**src/hdl/led_dim_pkg.sv**
```systemverilog
package led_dim_pkg;
  localparam int NUM_REGS = 12;
  localparam logic [7:0] ADDR_MODE        = 8'h00;
  localparam logic [7:0] ADDR_CFG         = 8'h01;
  localparam logic [7:0] ADDR_CURRENT     = 8'h02;
  localparam logic [7:0] ADDR_COMP_RATIO  = 8'h03;
  localparam logic [7:0] ADDR_P1_LO       = 8'h04;
  localparam logic [7:0] ADDR_P1_HI       = 8'h05;
  localparam logic [7:0] ADDR_P2_LO       = 8'h06;
  localparam logic [7:0] ADDR_P2_HI       = 8'h07;
  localparam logic [7:0] ADDR_BRIGHT_MODE = 8'h08;
  localparam logic [7:0] ADDR_FADE_DITHER = 8'h09;
  localparam logic [7:0] ADDR_SOFT_START  = 8'h0a;
  localparam logic [7:0] ADDR_COMP_STOP   = 8'h0b;
  localparam logic [7:0] RST_MODE         = 8'h40;
  localparam logic [7:0] RST_CFG          = 8'h76;
  localparam logic [7:0] RST_CURRENT      = 8'h92;
  localparam logic [7:0] RST_FADE_DITHER  = 8'h1c;
  localparam logic [7:0] RST_ZERO         = 8'h00;
  localparam int BIT_26K = 7;
  localparam int BIT_REG_SRC = 1;
  localparam int BIT_MIX = 0;
  localparam int MIXDUTY_LSB = 2;
  localparam int BIT_TEN = 7;
  localparam int ADV_LSB = 0;
  localparam int HEADROOM_LSB = 2;
  localparam int SLOPE_LSB = 4;
  localparam int FADE_LSB = 5;
  localparam int DITHER_EN_BIT = 4;
  localparam int SOFT_LSB = 0;
  localparam int FULL_SCALE = 1023;
  localparam int RATIO_DIV = 31;
  localparam int CODE_W = 10;
  localparam int CLOCK_MHZ = 125;
  localparam int FADE_BASE_NS = 500;
  localparam int FADE_BASE_CYCLES = FADE_BASE_NS * CLOCK_MHZ / 1000;
  localparam int SLOPE_BASE_US = 7800;
  localparam int SLOPE_STEP_CYCLES =
    SLOPE_BASE_US * CLOCK_MHZ / FULL_SCALE;
  localparam logic [9:0] HEADROOM_MV0 = 10'h1f4;
  localparam logic [9:0] HEADROOM_MV1 = 10'h23a;
  localparam logic [9:0] HEADROOM_MV2 = 10'h258;
  localparam logic [9:0] HEADROOM_MV3 = 10'h2bc;
  typedef enum logic [3:0] {
    ST_IDLE, ST_ADDR, ST_ACK_A, ST_REG, ST_ACK_R, ST_WDATA, ST_ACK_W,
    ST_RDATA, ST_RACK
  } i2c_state_t;
endpackage

```
**src/hdl/led_dimming_brightness_engine.sv**
```systemverilog
`timescale 1ns/1ps
// Notes on behaviour
// - Current is setting/1023 times code minus code*(1023-code)*k/1023/31.
// - An 8-bit stop duty, reset zero, sets where compensation stops.
// - The compensated code comes from PWM duty or brightness pair 1 or 2.
// - The current term of the formula is the 8-bit current setting.
// - With the source bit clear, plain mode follows PWM input; multiplied mode scales the current code by pair 1, the output duty stays PWM.
// - 26K plus register source takes pair 1; with mix and 00 it is DC.
// - The lowest feedback drives the amplifier; headroom is 500..700 mV.
// - In DC mode each ramp step lasts 0.5, 1, 2 or 4 us.
// - Soft-start ramps up and down are stretched by 1, 2, 4 or 8.
// - Dither slope sets 7.8 ms to 500 ms full ramp; enable defaults on.
// - In 10-bit mode a pair changes on its high write, not on its low write.
// - The source bit picks the PWM pin when clear, pair 1 when set.
module led_dimming_brightness_engine
  import led_dim_pkg::*;
#(
  parameter int SLOPE_CYCLES = SLOPE_STEP_CYCLES,
  parameter logic [6:0] DEV_ADDR = 7'h2a  // Arbitrary value
) (
  input  wire logic        i_clock,                    // System clock
  input  wire logic        i_reset,                    // Sync reset
  input  wire logic        i_enable,                   // Driver enable
  input  wire logic [9:0]  i_pwm_input_duty,           // Measured duty
  input  wire logic [59:0] i_channel_feedback_voltage, // Six 10-bit FB
  input  wire logic        i_scl,                      // Serial clock
  input  wire logic        i_sda,                      // Serial data in
  output logic             o_sda_out,                  // Data out level
  output logic             o_sda_oe,                   // Data drive enable
  output logic             o_dimming_pwm,              // Dimming pin
  output logic [9:0]       o_dimming_output_duty,      // Duty code
  output logic [7:0]       o_channel_current,          // Channel current
  output logic [9:0]       o_error_amplifier_input,    // Lowest feedback
  output logic [9:0]       o_headroom_mv,              // Headroom target
  output logic             o_dc_mode                   // DC variant active
);
  function automatic logic [9:0] mul10(input logic [9:0] a,
                                       input logic [9:0] b);
    logic [20:0] p;
    p = 21'(a) * 21'(b) + 21'(a);
    return p[19:10];
  endfunction

  function automatic logic [9:0] compensate(input logic [9:0] c,
                                            input logic [4:0] k);
    logic [27:0] t;
    t = 28'(c) * 28'(10'(FULL_SCALE) - c) * 28'(k);
    t = t / 28'(FULL_SCALE * RATIO_DIV);
    return c - t[9:0];
  endfunction

  function automatic logic [9:0] pair_code(input logic [7:0] lo,
                                           input logic [7:0] hi,
                                           input logic ten);
    return ten ? {hi[1:0], lo} : {lo, lo[7:6]};
  endfunction

  logic [7:0]  regs_reg [NUM_REGS];
  logic [9:0]  p1_code_reg, p2_code_reg;
  logic [9:0]  target_reg, applied_reg;
  logic [9:0]  pwm_cnt_reg;
  logic [22:0] step_cnt_reg;
  logic        soft_reg, enable_q_reg;
  i2c_state_t  state_reg;
  logic        scl_q_reg, sda_q_reg, rw_reg, first_reg;
  logic [3:0]  bit_cnt_reg;
  logic [7:0]  shift_reg, ptr_reg;

  // Register fields
  wire logic       ten_bit   = regs_reg[1][BIT_TEN];
  wire logic       reg_src   = regs_reg[0][BIT_REG_SRC];
  wire logic       sel_26k   = regs_reg[0][BIT_26K];
  wire logic       mix       = regs_reg[0][BIT_MIX];
  wire logic [1:0] mix_duty  = regs_reg[0][MIXDUTY_LSB +: 2];
  wire logic [7:0] channel_current_setting      = regs_reg[2];
  wire logic [4:0] ratio_k   = regs_reg[3][4:0];
  wire logic [1:0] adv_sel   = regs_reg[8][ADV_LSB +: 2];
  wire logic [1:0] headroom  = regs_reg[8][HEADROOM_LSB +: 2];
  wire logic [2:0] slope     = regs_reg[8][SLOPE_LSB +: 3];
  wire logic       dither_en = regs_reg[9][DITHER_EN_BIT];
  wire logic [1:0] fade      = regs_reg[9][FADE_LSB +: 2];
  wire logic [1:0] soft_mul  = regs_reg[10][SOFT_LSB +: 2];
  wire logic [7:0] comp_stop = regs_reg[11];

  // Brightness source and mode selection
  wire logic dc_mode = sel_26k & reg_src & mix &
                       (mix_duty == 2'b00);
  wire logic [9:0] base_code = reg_src ? p1_code_reg
                             : i_pwm_input_duty;
  wire logic [9:0] mul1_code = reg_src ? p1_code_reg
                             : mul10(i_pwm_input_duty, p1_code_reg);
  wire logic [9:0] mul2_code = mul10(base_code, p2_code_reg);
  wire logic [9:0] sel_code =
    (sel_26k & reg_src) ? p1_code_reg
    : (adv_sel == 2'b00) ? base_code
    : (adv_sel == 2'b01) ? mul1_code
    : mul2_code;
  wire logic [9:0] target_next = i_enable ? sel_code : 10'h000;
  wire logic duty_is_pwm = (adv_sel == 2'b01) & ~reg_src;

  // Compensation and current
  wire logic comp_off = (comp_stop != 8'h00) &&
                        (i_pwm_input_duty[9:2] >= comp_stop);
  wire logic [9:0] comp_code = comp_off ? applied_reg
                             : compensate(applied_reg, ratio_k);
  wire logic [17:0] cur_prod = 18'(channel_current_setting) * 18'(comp_code);
  wire logic [17:0] cur_quot = cur_prod / 18'(FULL_SCALE);
  wire logic [7:0] current_next = cur_quot[7:0];

  // Ramp step length
  wire logic [2:0]  slope_sh = (slope < 3'd2) ? 3'd0 : slope - 3'd1;
  wire logic [22:0] fade_len = 23'(FADE_BASE_CYCLES) << fade;
  wire logic [22:0] slope_len = 23'(SLOPE_CYCLES) << slope_sh;
  wire logic [22:0] base_len = dc_mode ? fade_len : slope_len;
  wire logic [22:0] step_len = soft_reg ? base_len << soft_mul
                             : base_len;
  wire logic jump = ~dc_mode & ~dither_en & ~soft_reg;
  wire logic ramping = applied_reg != target_reg;
  wire logic step_due = step_cnt_reg >= step_len - 23'd1;
  wire logic [9:0] applied_next =
    ~ramping ? applied_reg
    : jump ? target_reg
    : ~step_due ? applied_reg
    : (applied_reg < target_reg) ? applied_reg + 10'd1
    : applied_reg - 10'd1;

  // Lowest feedback selection
  logic [9:0] fb_min;
  always_comb begin
    fb_min = i_channel_feedback_voltage[9:0];
    for (int i = 1; i < 6; i++) begin
      if (i_channel_feedback_voltage[i*10 +: 10] < fb_min) begin
        fb_min = i_channel_feedback_voltage[i*10 +: 10];
      end
    end
  end
  wire logic [9:0] headroom_next =
    (headroom == 2'b00) ? HEADROOM_MV0 : (headroom == 2'b01) ?
    HEADROOM_MV1 : (headroom == 2'b10) ? HEADROOM_MV2
    : HEADROOM_MV3;

  // Duty counter
  wire logic [9:0] duty_src = duty_is_pwm ? i_pwm_input_duty : applied_reg;
  wire logic [9:0] cnt_next = (pwm_cnt_reg >= 10'(FULL_SCALE - 1)) ?
                              10'h000 : pwm_cnt_reg + 10'd1;
  wire logic pwm_next = dc_mode ? (applied_reg != 10'h000)
                      : (pwm_cnt_reg < duty_src);

  always_ff @(posedge i_clock) begin
    if (i_reset) begin
      target_reg <= 10'h000;
      applied_reg <= 10'h000;
      step_cnt_reg <= 23'h000000;
      soft_reg <= 1'b0;
      enable_q_reg <= 1'b0;
      pwm_cnt_reg <= 10'h000;
    end else begin
      target_reg <= target_next;
      applied_reg <= applied_next;
      step_cnt_reg <= (~ramping | step_due) ? 23'h000000
                    : step_cnt_reg + 23'd1;
      enable_q_reg <= i_enable;
      if (i_enable != enable_q_reg) begin
        soft_reg <= 1'b1;
      end else if (~ramping) begin
        soft_reg <= 1'b0;
      end
      pwm_cnt_reg <= cnt_next;
    end
  end

  always_ff @(posedge i_clock) begin
    if (i_reset) begin
      o_dimming_pwm <= 1'b0;
      o_dimming_output_duty <= 10'h000;
      o_channel_current <= 8'h00;
      o_error_amplifier_input <= 10'h000;
      o_headroom_mv <= HEADROOM_MV0;
      o_dc_mode <= 1'b0;
    end else begin
      o_dimming_pwm <= pwm_next;
      o_dimming_output_duty <= dc_mode ? 10'(FULL_SCALE) : duty_src;
      o_channel_current <= current_next;
      o_error_amplifier_input <= fb_min;
      o_headroom_mv <= headroom_next;
      o_dc_mode <= dc_mode;
    end
  end

  // Serial register port
  wire logic scl_rise = i_scl & ~scl_q_reg;
  wire logic scl_fall = ~i_scl & scl_q_reg;
  wire logic start_c = scl_q_reg & i_scl & sda_q_reg & ~i_sda;
  wire logic stop_c = scl_q_reg & i_scl & ~sda_q_reg & i_sda;
  wire logic byte_in = scl_fall & (bit_cnt_reg == 4'd8);
  wire logic wr_strobe = byte_in & (state_reg == ST_WDATA);
  wire logic addr_hit = shift_reg[7:1] == DEV_ADDR;
  wire logic [7:0] rd_data = (ptr_reg < 8'(NUM_REGS)) ?
                             regs_reg[ptr_reg[3:0]] : 8'h00;

  always_ff @(posedge i_clock) begin
    if (i_reset) begin
      state_reg <= ST_IDLE;
      scl_q_reg <= 1'b1;
      sda_q_reg <= 1'b1;
      rw_reg <= 1'b0;
      first_reg <= 1'b0;
      bit_cnt_reg <= 4'd0;
      shift_reg <= 8'h00;
      ptr_reg <= 8'h00;
      o_sda_oe <= 1'b0;
      o_sda_out <= 1'b0;
    end else begin
      scl_q_reg <= i_scl;
      sda_q_reg <= i_sda;
      if (start_c) begin
        state_reg <= ST_ADDR;
        bit_cnt_reg <= 4'd0;
        o_sda_oe <= 1'b0;
      end else if (stop_c) begin
        state_reg <= ST_IDLE;
        o_sda_oe <= 1'b0;
      end else begin
        case (state_reg)
          ST_ADDR, ST_REG, ST_WDATA: begin
            if (scl_rise && bit_cnt_reg < 4'd8) begin
              shift_reg <= {shift_reg[6:0], i_sda};
              bit_cnt_reg <= bit_cnt_reg + 4'd1;
            end
            if (byte_in) begin
              bit_cnt_reg <= 4'd0;
              if (state_reg == ST_ADDR) begin
                rw_reg <= shift_reg[0];
                state_reg <= addr_hit ? ST_ACK_A : ST_IDLE;
                o_sda_oe <= addr_hit;
              end else if (state_reg == ST_REG) begin
                ptr_reg <= shift_reg;
                state_reg <= ST_ACK_R;
                o_sda_oe <= 1'b1;
              end else begin
                ptr_reg <= ptr_reg + 8'd1;
                state_reg <= ST_ACK_W;
                o_sda_oe <= 1'b1;
              end
            end
          end
          ST_ACK_A, ST_ACK_R, ST_ACK_W: begin
            if (scl_fall) begin
              if (state_reg == ST_ACK_A && rw_reg) begin
                shift_reg <= rd_data;
                o_sda_oe <= ~rd_data[7];
                state_reg <= ST_RDATA;
              end else begin
                o_sda_oe <= 1'b0;
                state_reg <= (state_reg == ST_ACK_A) ? ST_REG : ST_WDATA;
              end
            end
          end
          ST_RDATA: begin
            if (scl_fall) begin
              bit_cnt_reg <= bit_cnt_reg + 4'd1;
              shift_reg <= {shift_reg[6:0], 1'b0};
              o_sda_oe <= (bit_cnt_reg == 4'd7) ? 1'b0 : ~shift_reg[6];
              if (bit_cnt_reg == 4'd7) begin
                ptr_reg <= ptr_reg + 8'd1;
                state_reg <= ST_RACK;
              end
            end
          end
          ST_RACK: begin
            if (scl_rise) begin
              first_reg <= ~i_sda;
            end
            if (scl_fall) begin
              bit_cnt_reg <= 4'd0;
              shift_reg <= rd_data;
              o_sda_oe <= first_reg & ~rd_data[7];
              state_reg <= first_reg ? ST_RDATA : ST_IDLE;
            end
          end
          default: begin
            o_sda_oe <= 1'b0;
          end
        endcase
      end
    end
  end

  // Register file and brightness pair latching
  always_ff @(posedge i_clock) begin
    if (i_reset) begin
      for (int i = 0; i < NUM_REGS; i++) begin
        regs_reg[i] <= RST_ZERO;
      end
      regs_reg[0] <= RST_MODE;
      regs_reg[1] <= RST_CFG;
      regs_reg[2] <= RST_CURRENT;
      regs_reg[9] <= RST_FADE_DITHER;
      p1_code_reg <= 10'h000;
      p2_code_reg <= 10'h000;
    end else if (wr_strobe && ptr_reg < 8'(NUM_REGS)) begin
      regs_reg[ptr_reg[3:0]] <= shift_reg;
      if (ptr_reg == ADDR_P1_HI && ten_bit) begin
        p1_code_reg <= pair_code(regs_reg[4], shift_reg, 1'b1);
      end else if (ptr_reg == ADDR_P1_LO && !ten_bit) begin
        p1_code_reg <= pair_code(shift_reg, 8'h00, 1'b0);
      end
      if (ptr_reg == ADDR_P2_HI && ten_bit) begin
        p2_code_reg <= pair_code(regs_reg[6], shift_reg, 1'b1);
      end else if (ptr_reg == ADDR_P2_LO && !ten_bit) begin
        p2_code_reg <= pair_code(shift_reg, 8'h00, 1'b0);
      end
    end
  end

  chk_current_formula: assert property (@(posedge i_clock)
    disable iff (i_reset) (ratio_k == 5'd0) |=> o_channel_current ==
    8'((18'($past(channel_current_setting)) * 18'($past(applied_reg))) / 18'(FULL_SCALE)))
    else $error("current not setting times code");
  chk_comp_stop: assert property (@(posedge i_clock)
    disable iff (i_reset) (comp_stop != 8'h00 &&
    i_pwm_input_duty[9:2] >= comp_stop) |=> o_channel_current ==
    8'((18'($past(channel_current_setting)) * 18'($past(applied_reg))) / 18'(FULL_SCALE)))
    else $error("compensation applied past stop duty");
  chk_comp_bound: assert property (@(posedge i_clock)
    disable iff (i_reset) comp_code <= applied_reg)
    else $error("compensation raised the code");
  chk_reg_source: assert property (@(posedge i_clock)
    disable iff (i_reset) (i_enable && reg_src && adv_sel == 2'b00)
    |=> target_reg == $past(p1_code_reg))
    else $error("register source not taken");
  chk_pwm_source: assert property (@(posedge i_clock)
    disable iff (i_reset) (i_enable && !reg_src && adv_sel == 2'b00)
    |=> target_reg == $past(i_pwm_input_duty))
    else $error("pwm source not taken");
  chk_dc_level: assert property (@(posedge i_clock)
    disable iff (i_reset) (dc_mode && applied_reg != 10'h000)
    |=> o_dimming_pwm && o_dc_mode)
    else $error("dc variant not steady");
  chk_lowest_fb: assert property (@(posedge i_clock)
    disable iff (i_reset) 1'b1 |=> o_error_amplifier_input <=
    $past(i_channel_feedback_voltage[29:20]))
    else $error("feedback minimum wrong");
  chk_ramp_step: assert property (@(posedge i_clock)
    disable iff (i_reset) (!$past(jump) && applied_reg != $past(applied_reg))
    |-> $past(step_due))
    else $error("ramp stepped early");
  chk_fade_len: assert property (@(posedge i_clock)
    disable iff (i_reset) (dc_mode && !soft_reg && fade == 2'b00)
    |-> step_len == 23'(FADE_BASE_CYCLES))
    else $error("fade step length wrong");
  chk_soft_len: assert property (@(posedge i_clock)
    disable iff (i_reset) (soft_reg && soft_mul == 2'b11)
    |-> step_len == base_len << 3)
    else $error("soft start stretch wrong");
  chk_ten_hold: assert property (@(posedge i_clock)
    disable iff (i_reset) (wr_strobe && ten_bit && ptr_reg == ADDR_P1_LO)
    |=> $stable(p1_code_reg))
    else $error("pair changed on low write");
endmodule
```
**config.mk**
```make
export PLATFORM = sky130hd
export DESIGN_NAME = led_dimming_brightness_engine
export DESIGN_NICKNAME = d
export VERILOG_FILES = /design/src/hdl/led_dim_pkg.sv /design/src/hdl/led_dimming_brightness_engine.sv
export SDC_FILE = /design/constraint.sdc
export NUM_CORES = 2
export LEC_CHECK = 0
export BUFFER_PORTS_ARGS = -buffer_cell sky130_fd_sc_hd__buf_4
export CAP_MARGIN = 0
export CORE_MARGIN = 8
export CORE_UTILIZATION = 47
export DETAILED_ROUTE_END_ITERATION = 10
export HOLD_SLACK_MARGIN = 0.12
export MAX_ROUTING_LAYER = met4
export SETUP_SLACK_MARGIN = 0.05
export SLEW_MARGIN = 40
export SYNTH_ARGS = -nofsm -noshare
export SYNTH_HDL_FRONTEND = slang
export SYNTH_SLANG_ARGS = --single-unit
```
**constraint.sdc**
```tcl
create_clock -name i_clock -period 48.6 [get_ports i_clock]
set_input_delay 2.43 -clock i_clock [delete_from_list [all_inputs] [get_ports i_clock]]
set_output_delay 2.43 -clock i_clock [all_outputs]
set_load 0.05 [all_outputs]
```
# After elaboration in Yosys (flattened, before gate mapping)

Memories as Yosys holds them, arrays and structs flattened. A register that Yosys moved wholly into a read port is not among the register bits.
Index checks and enable logic that the tools add are counted.

Memories kept: 1
Bits in registers: 144
Word-level logic and storage cells: 255
Bits in writable memories: 96
Output and inout bits: 42
Input bits: 75

Equal/unequal tests: 35
Reduce and logical (&&, ||, !) cells: 42
Div/mod/pow operators: 2
Multipliers: 5
Bitwise gates (word level): 35
$add $sub $neg: 12
Multiplexer cells: 82
Order comparisons: 13
Shift operators: 3

Memories:

| name     | words | width | read ports | clocked after Yosys merged registers in | wr ports | RTL line                            | text |
|---|---|---|---|---|---|---|---|
| regs_reg | 12    | 8     | 11         | 1                                       | 12       | led_dimming_brightness_engine.sv:58 | `logic [7:0] regs_reg [NUM_REGS];` |

Operators with widths:

| kind                     | count |
|---|---|
| $mux W10                 | 20 |
| $mux W8                  | 18 |
| $lt A10 B10 Y1           | 7 |
| $mux W4                  | 12 |
| $mux W23                 | 2 |
| $add A20 B10 Y20         | 2 |
| $mul A10 B10 Y20         | 2 |
| $eq A8 B3 Y1 const B     | 4 |
| $pmux W8 S4              | 1 |
| $div A28 B15 Y28 const B | 1 |
| $mul A22 B6 Y28          | 1 |
| $add A23 B1 Y23 const B  | 1 |
| $ge A23 B23 Y1           | 1 |
| $shl A10 B3 Y23 const A  | 1 |
| $shl A23 B2 Y23          | 1 |
| $shl A6 B2 Y23 const A   | 1 |
| $sub A23 B1 Y23 const B  | 1 |
| $mul A11 B11 Y22         | 1 |
| $add A10 B1 Y10 const B  | 2 |
| $eq A4 B3 Y1 const B     | 5 |
| $ne A4 B4 Y1 const B     | 5 |
| $div A18 B10 Y18 const B | 1 |
| $mul A8 B10 Y18          | 1 |
| $mux W1                  | 18 |
| other kinds (49)         | 120 |

# Longest topological paths before layout

An unclocked memory read counts as a cell.

Depth after elaboration: 11
Gate-level depth with buffers: 162
Depth with buffers taken out: 150

# Worst setup path before layout

No wires, ideal clock.

Path type: reg2reg
From: reg applied_reg[4]
To: reg o_channel_current[0]
Path slack: 12716 ps
Required time: 48470 ps
Stages on the path, launching flop included: 150
Setup time: 130 ps
Clock period less this slack: 35884 ps
Data arrival time: 35754 ps
Buffers on the path: 6
Path through: dfxtp_1 clkbuf_1 inv_1 clkbuf_1 nand2_1 fa_1 inv_1 ha_1 fa_1 inv_1 fa_1 fa_1 inv_1 ha_1 inv_1 o21ai_0 a21oi_1 o21ai_0 (+114 left out) xnor2_1 nor4_1 nand3_1 o31ai_1 and2_1 xnor2_1 nor3_1 a31oi_1 nor2b_1 maj3_1 xor2_1 nand4b_1 or4_1 o21ai_0 o21ai_0 a32oi_1 a311o_1 o21ai_0

Longest elaborated chain between the ends: 8

RTL lines:

| element                  | RTL line                             | text |
|---|---|---|
| start: declaration       | led_dimming_brightness_engine.sv:60  | `logic [9:0] target_reg, applied_reg;` |
| start signal: assignment | led_dimming_brightness_engine.sv:159 | `applied_reg <= applied_next;` |
| $sub A10 B10 Y11         | led_dimming_brightness_engine.sv:47  | `t = 28'(c) * 28'(10'(FULL_SCALE) - c) * 28'(k);` |
| $mul A11 B11 Y22         | led_dimming_brightness_engine.sv:47  |  |
| $mul A22 B6 Y28          | led_dimming_brightness_engine.sv:47  |  |
| $div A28 B15 Y28         | led_dimming_brightness_engine.sv:48  | `t = t / 28'(FULL_SCALE * RATIO_DIV);` |
| $sub A10 B10 Y10         | led_dimming_brightness_engine.sv:49  | `return c - t[9:0];` |
| $mux W10 *               | led_dimming_brightness_engine.sv:104 | `wire logic [9:0] comp_code = comp_off ? applied_reg` |
| $mul A8 B10 Y18 *        | led_dimming_brightness_engine.sv:106 | `wire logic [17:0] cur_prod = 18'(channel_current_setting) * 18'(comp_code);` |
| $div A18 B10 Y18 *       | led_dimming_brightness_engine.sv:107 | `wire logic [17:0] cur_quot = cur_prod / 18'(FULL_SCALE);` |
| end signal: assignment   | led_dimming_brightness_engine.sv:183 | `o_channel_current <= current_next;` |
| end: declaration         | led_dimming_brightness_engine.sv:32  | `output logic [7:0] o_channel_current,` |

Mark *: on every way between the ends. The rest lies on a longest branch, timed or not.
A chain may end at the register's enable or synchronous reset.

# Final worst setup path

Ends and elaborated chain as after synthesis.

==> run_results.csv <==
group,metric,value,unit
synth,yosys_most_used_dff,"dfxtp_1",
run_status,status,"complete, no violations",
finish,fin_util,51.0,%
sta,fin_crit_sh,86.0,%
floorplan,core-area,0.0854,mm²
hold_path,worstHoldPathType,"reg2reg",
place,io_buffer_count,113,
run,maxCapViolCount,0,
synth,synthArstFlopShare,0,%
synth,synth-seq-area-share,16.6,%
setup_path,critical_path_required,49.05,ns
clocking,cts_buffer_depth,3,
clocking,clk_pin_slew,0.06,ns
route,vias,34600,
setup_path,start_kind,"register",
clocking,cts_resized,0,
floorplan,fp.dieW,310,µm
sta,grt_setup_unrepaired,"no",
route,dr.first_iter.drc_count,2664,
finish,largest_register_ffs,128,
floorplan,ios,117,
finish,drive_above_1_share,8.78,%
synth,syn_area,0.0406,mm²
setup_path,cp-end-kind,"register",
power_and_ir_drop,p_per_area,16.7,mW/mm²
finish,nFillCells,8285,
synth,yosysUniqueCellTypes,140,
clocking,tritoncts,"done",
global_route,grt_start_max_net_pins,61,
setup_path,cpPeakStageDelay,0.70,ns
sta,fin_skew,0.0271,ns
sta,maxSlewViolCount,0,
global_route,track_usage,24.2,%
sta,finalSetupViolCount,0,
route,drc_errors,0,
route,routed_wl,114000,µm
setup_path,critPathMaxFanout,16,
floorplan,dieArea,0.0960,mm²
route,wl_per_cell,18.9,µm
synth,syn_avg_cell_area,8.37,µm²
sta,slew_headroom,40.7,%
route,dr.pass1.iters,8,
power_and_ir_drop,pwr-share-comb,31.5,%
sta,fin_crit,41.81,ns
power_and_ir_drop,vdd_drop_max,38.1,µV
place,dp_hpwl,89000,µm
floorplan,rows,107,
power_and_ir_drop,internal_power,473,µW
synth,yosys_warnings,0,
sta,max_freq,23.9,MHz
global_route,grt.overflow.total,0,
clocking,cts_max_level,1,
synth,netlist_instances,4848,
finish,final_nets,5635,
setup_path,crit_arrival,42.26,ns
clocking,cts_setup_buffers,0,
finish,multi_input_comb_area,0.0311,mm²
global_route,grt_pass1_wl,184000,µm
setup_path,critPathSlowestCell,"o41ai_4",
setup_path,timing_worst_setup_path_type,"reg2reg",
route,ant_nets,0,
synth,synth_enable_flop_cells,128,
place,gp_congestion,0.955,
route,viasPerCell,5.75,
clocking,cts_buffers,31,
floorplan,fp.dieH,310,µm
sta,timing_hold_violations_final,0,
global_route,antenna_found_initial,4,
setup_path,crit_top_cell,"a21oi_1",
synth,ys_ff_latch,272,
clocking,postCtsHoldBufs,0,
power_and_ir_drop,power.switching,254,µW
clocking,clk_latency,0.61,ns
sta,worstMarginPinSlew,0.882,ns
sta,setup_tns,0,ns
clocking,cts_root_buffer,"clkbuf_16",
global_route,grt_pass1_vias,33700,
power_and_ir_drop,seqPwrFrac,35.3,%
power_and_ir_drop,pwr-share-clk,33.2,%
clocking,cts_num_sinks,272,
finish,area_delta_synth_final,7.34,%
power_and_ir_drop,p_leak,20.2,nW
floorplan,initial_core_util,47.5,%
finish,area.sequential,0.00673,mm²
power_and_ir_drop,swShare,35.0,%
per-stage QoR:
step | std cells | setup slack [ns] | power, mW | hold slack (ns) | instance area [µm²]
final | 6022 | 6.79 | 0.727 | 0.491 | 43500
after global routing | 6022 | 3.41 | 0.769 | 0.503 | 43500
after CTS | 6017 | 7.03 | 0.732 | 0.489 | 43500
after detailed placement | 5959 | 7.17 | 0.488 | 0.481 | 42500
after global placement | 5956 | 8.04 | 0.488 | 0.467 | 42400
after floorplan | 4884 | 12.72 | 0.425 | 0.437 | 40700
cell families (layout without fill, tap and decap cells):
| group | Yosys count | in the layout | share of synthesized area, % |
|---|---|---|---|
| mux | 129 | 129 | 4.47 |
| other cells | 2 | 43 | 0.0185 |
| simple gates | 1712 | 1712 | 21.3 |
| buf+inv | 767 | 756 | 7.28 |
| xor+xnor | 244 | 244 | 5.42 |
| fa+ha+maj | 719 | 719 | 27.7 |
| compound gates | 1003 | 1003 | 17.3 |
| flops | 272 | 272 | 16.6 |
layer usage:
metal	track usage (%)	part of all wire [%]
met1	34.2	48
met2	37.0	44
met3	3.26	6.6
met4	5.13	2.1
met5	-	0
Yosys cell counts, types with 76 or more instances:
cell type | number | area share, %
dfxtp_1 | 144 | 7.1
and2_1 | 198 | 3.1
nand2_1 | 460 | 4.3
nor2_1 | 398 | 3.7
nor2b_1 | 86 | 1.3
fa_1 | 301 | 15
a21oi_1 | 269 | 3.3
and3_1 | 127 | 2.0
nand3_1 | 82 | 1.0
edfxtp_1 | 128 | 9.5
xor2_1 | 76 | 1.6
o21ai_0 | 169 | 2.1
inv_1 | 527 | 4.9
nand2b_1 | 79 | 1.2
clkbuf_1 | 191 | 1.8
xnor2_1 | 162 | 3.5
ha_1 | 411 | 13
power groups by stage:
stage	Sequential, mW	Combinational, mW	Clock (mW)
CTS	0.257	0.229	0.246
global placement	0.262	0.226	0
detailed placement	0.261	0.227	0
floorplan	0.274	0.150	0
finish	0.257	0.229	0.241
global route	0.258	0.256	0.255
final cells by class:
class | instances | area share [%]
diodes | 5 | 0.0287
well taps | 1144 | 3.29
inverters | 536 | 4.63
flip-flops and latches | 272 | 15.5
clock inverters | 13 | 0.391
repair buffers | 162 | 2.82
clock buffers | 45 | 1.97
multi-input cells | 3845 | 71.4
cell usage in the layout (no fill, tap or decap), types with 15 or more instances in the layout:
cell	n
mux2i_1	67
nor4_1	30
a211o_1	16
xnor2_1	160
o21bai_1	35
and3_1	127
nand3_1	82
o211ai_1	39
a21o_1	65
or3_1	23
nand4_1	38
and2_1	198
nor3_1	57
a21oi_1	268
xor2_1	76
dfxtp_1	138
nor2_1	396
mux4_2	39
o21a_1	38
a31oi_1	27
o21ai_0	169
o22ai_1	21
nand2b_1	79
fa_1	301
mux2_2	15
buf_4	159
edfxtp_1	128
or2_2	43
clkbuf_16	31
ha_1	411
nor2b_1	86
a211oi_1	73
nand2_1	460
conb_1	38
a22oi_1	24
inv_1	527
critical path: cells and delay by family (launching register included):
family / cells / cell delay, ns
DFF: 1 / 0.47
muxes: 2 / 0.91
adders and majority gates: 19 / 8.26
and+or+nand+nor: 28 / 8.31
AOI/OAI and AO/OA: 71 / 19.98
xor gates and xnor gates: 8 / 1.80
buffers and inverters: 17 / 1.87
worst paths after layout:
path | startpoint | to | slack (ns) | cells past startpoint
max | applied_reg[4] | o_channel_current[0] | 6.79 | 145
min reg2reg | step_cnt_reg[0] | step_cnt_reg[0] | 0.49 | 1
min | step_cnt_reg[0] | step_cnt_reg[0] | 0.49 | 1
max reg2reg | applied_reg[4] | o_channel_current[0] | 6.79 | 145
(Power assumes the default switching activity.)
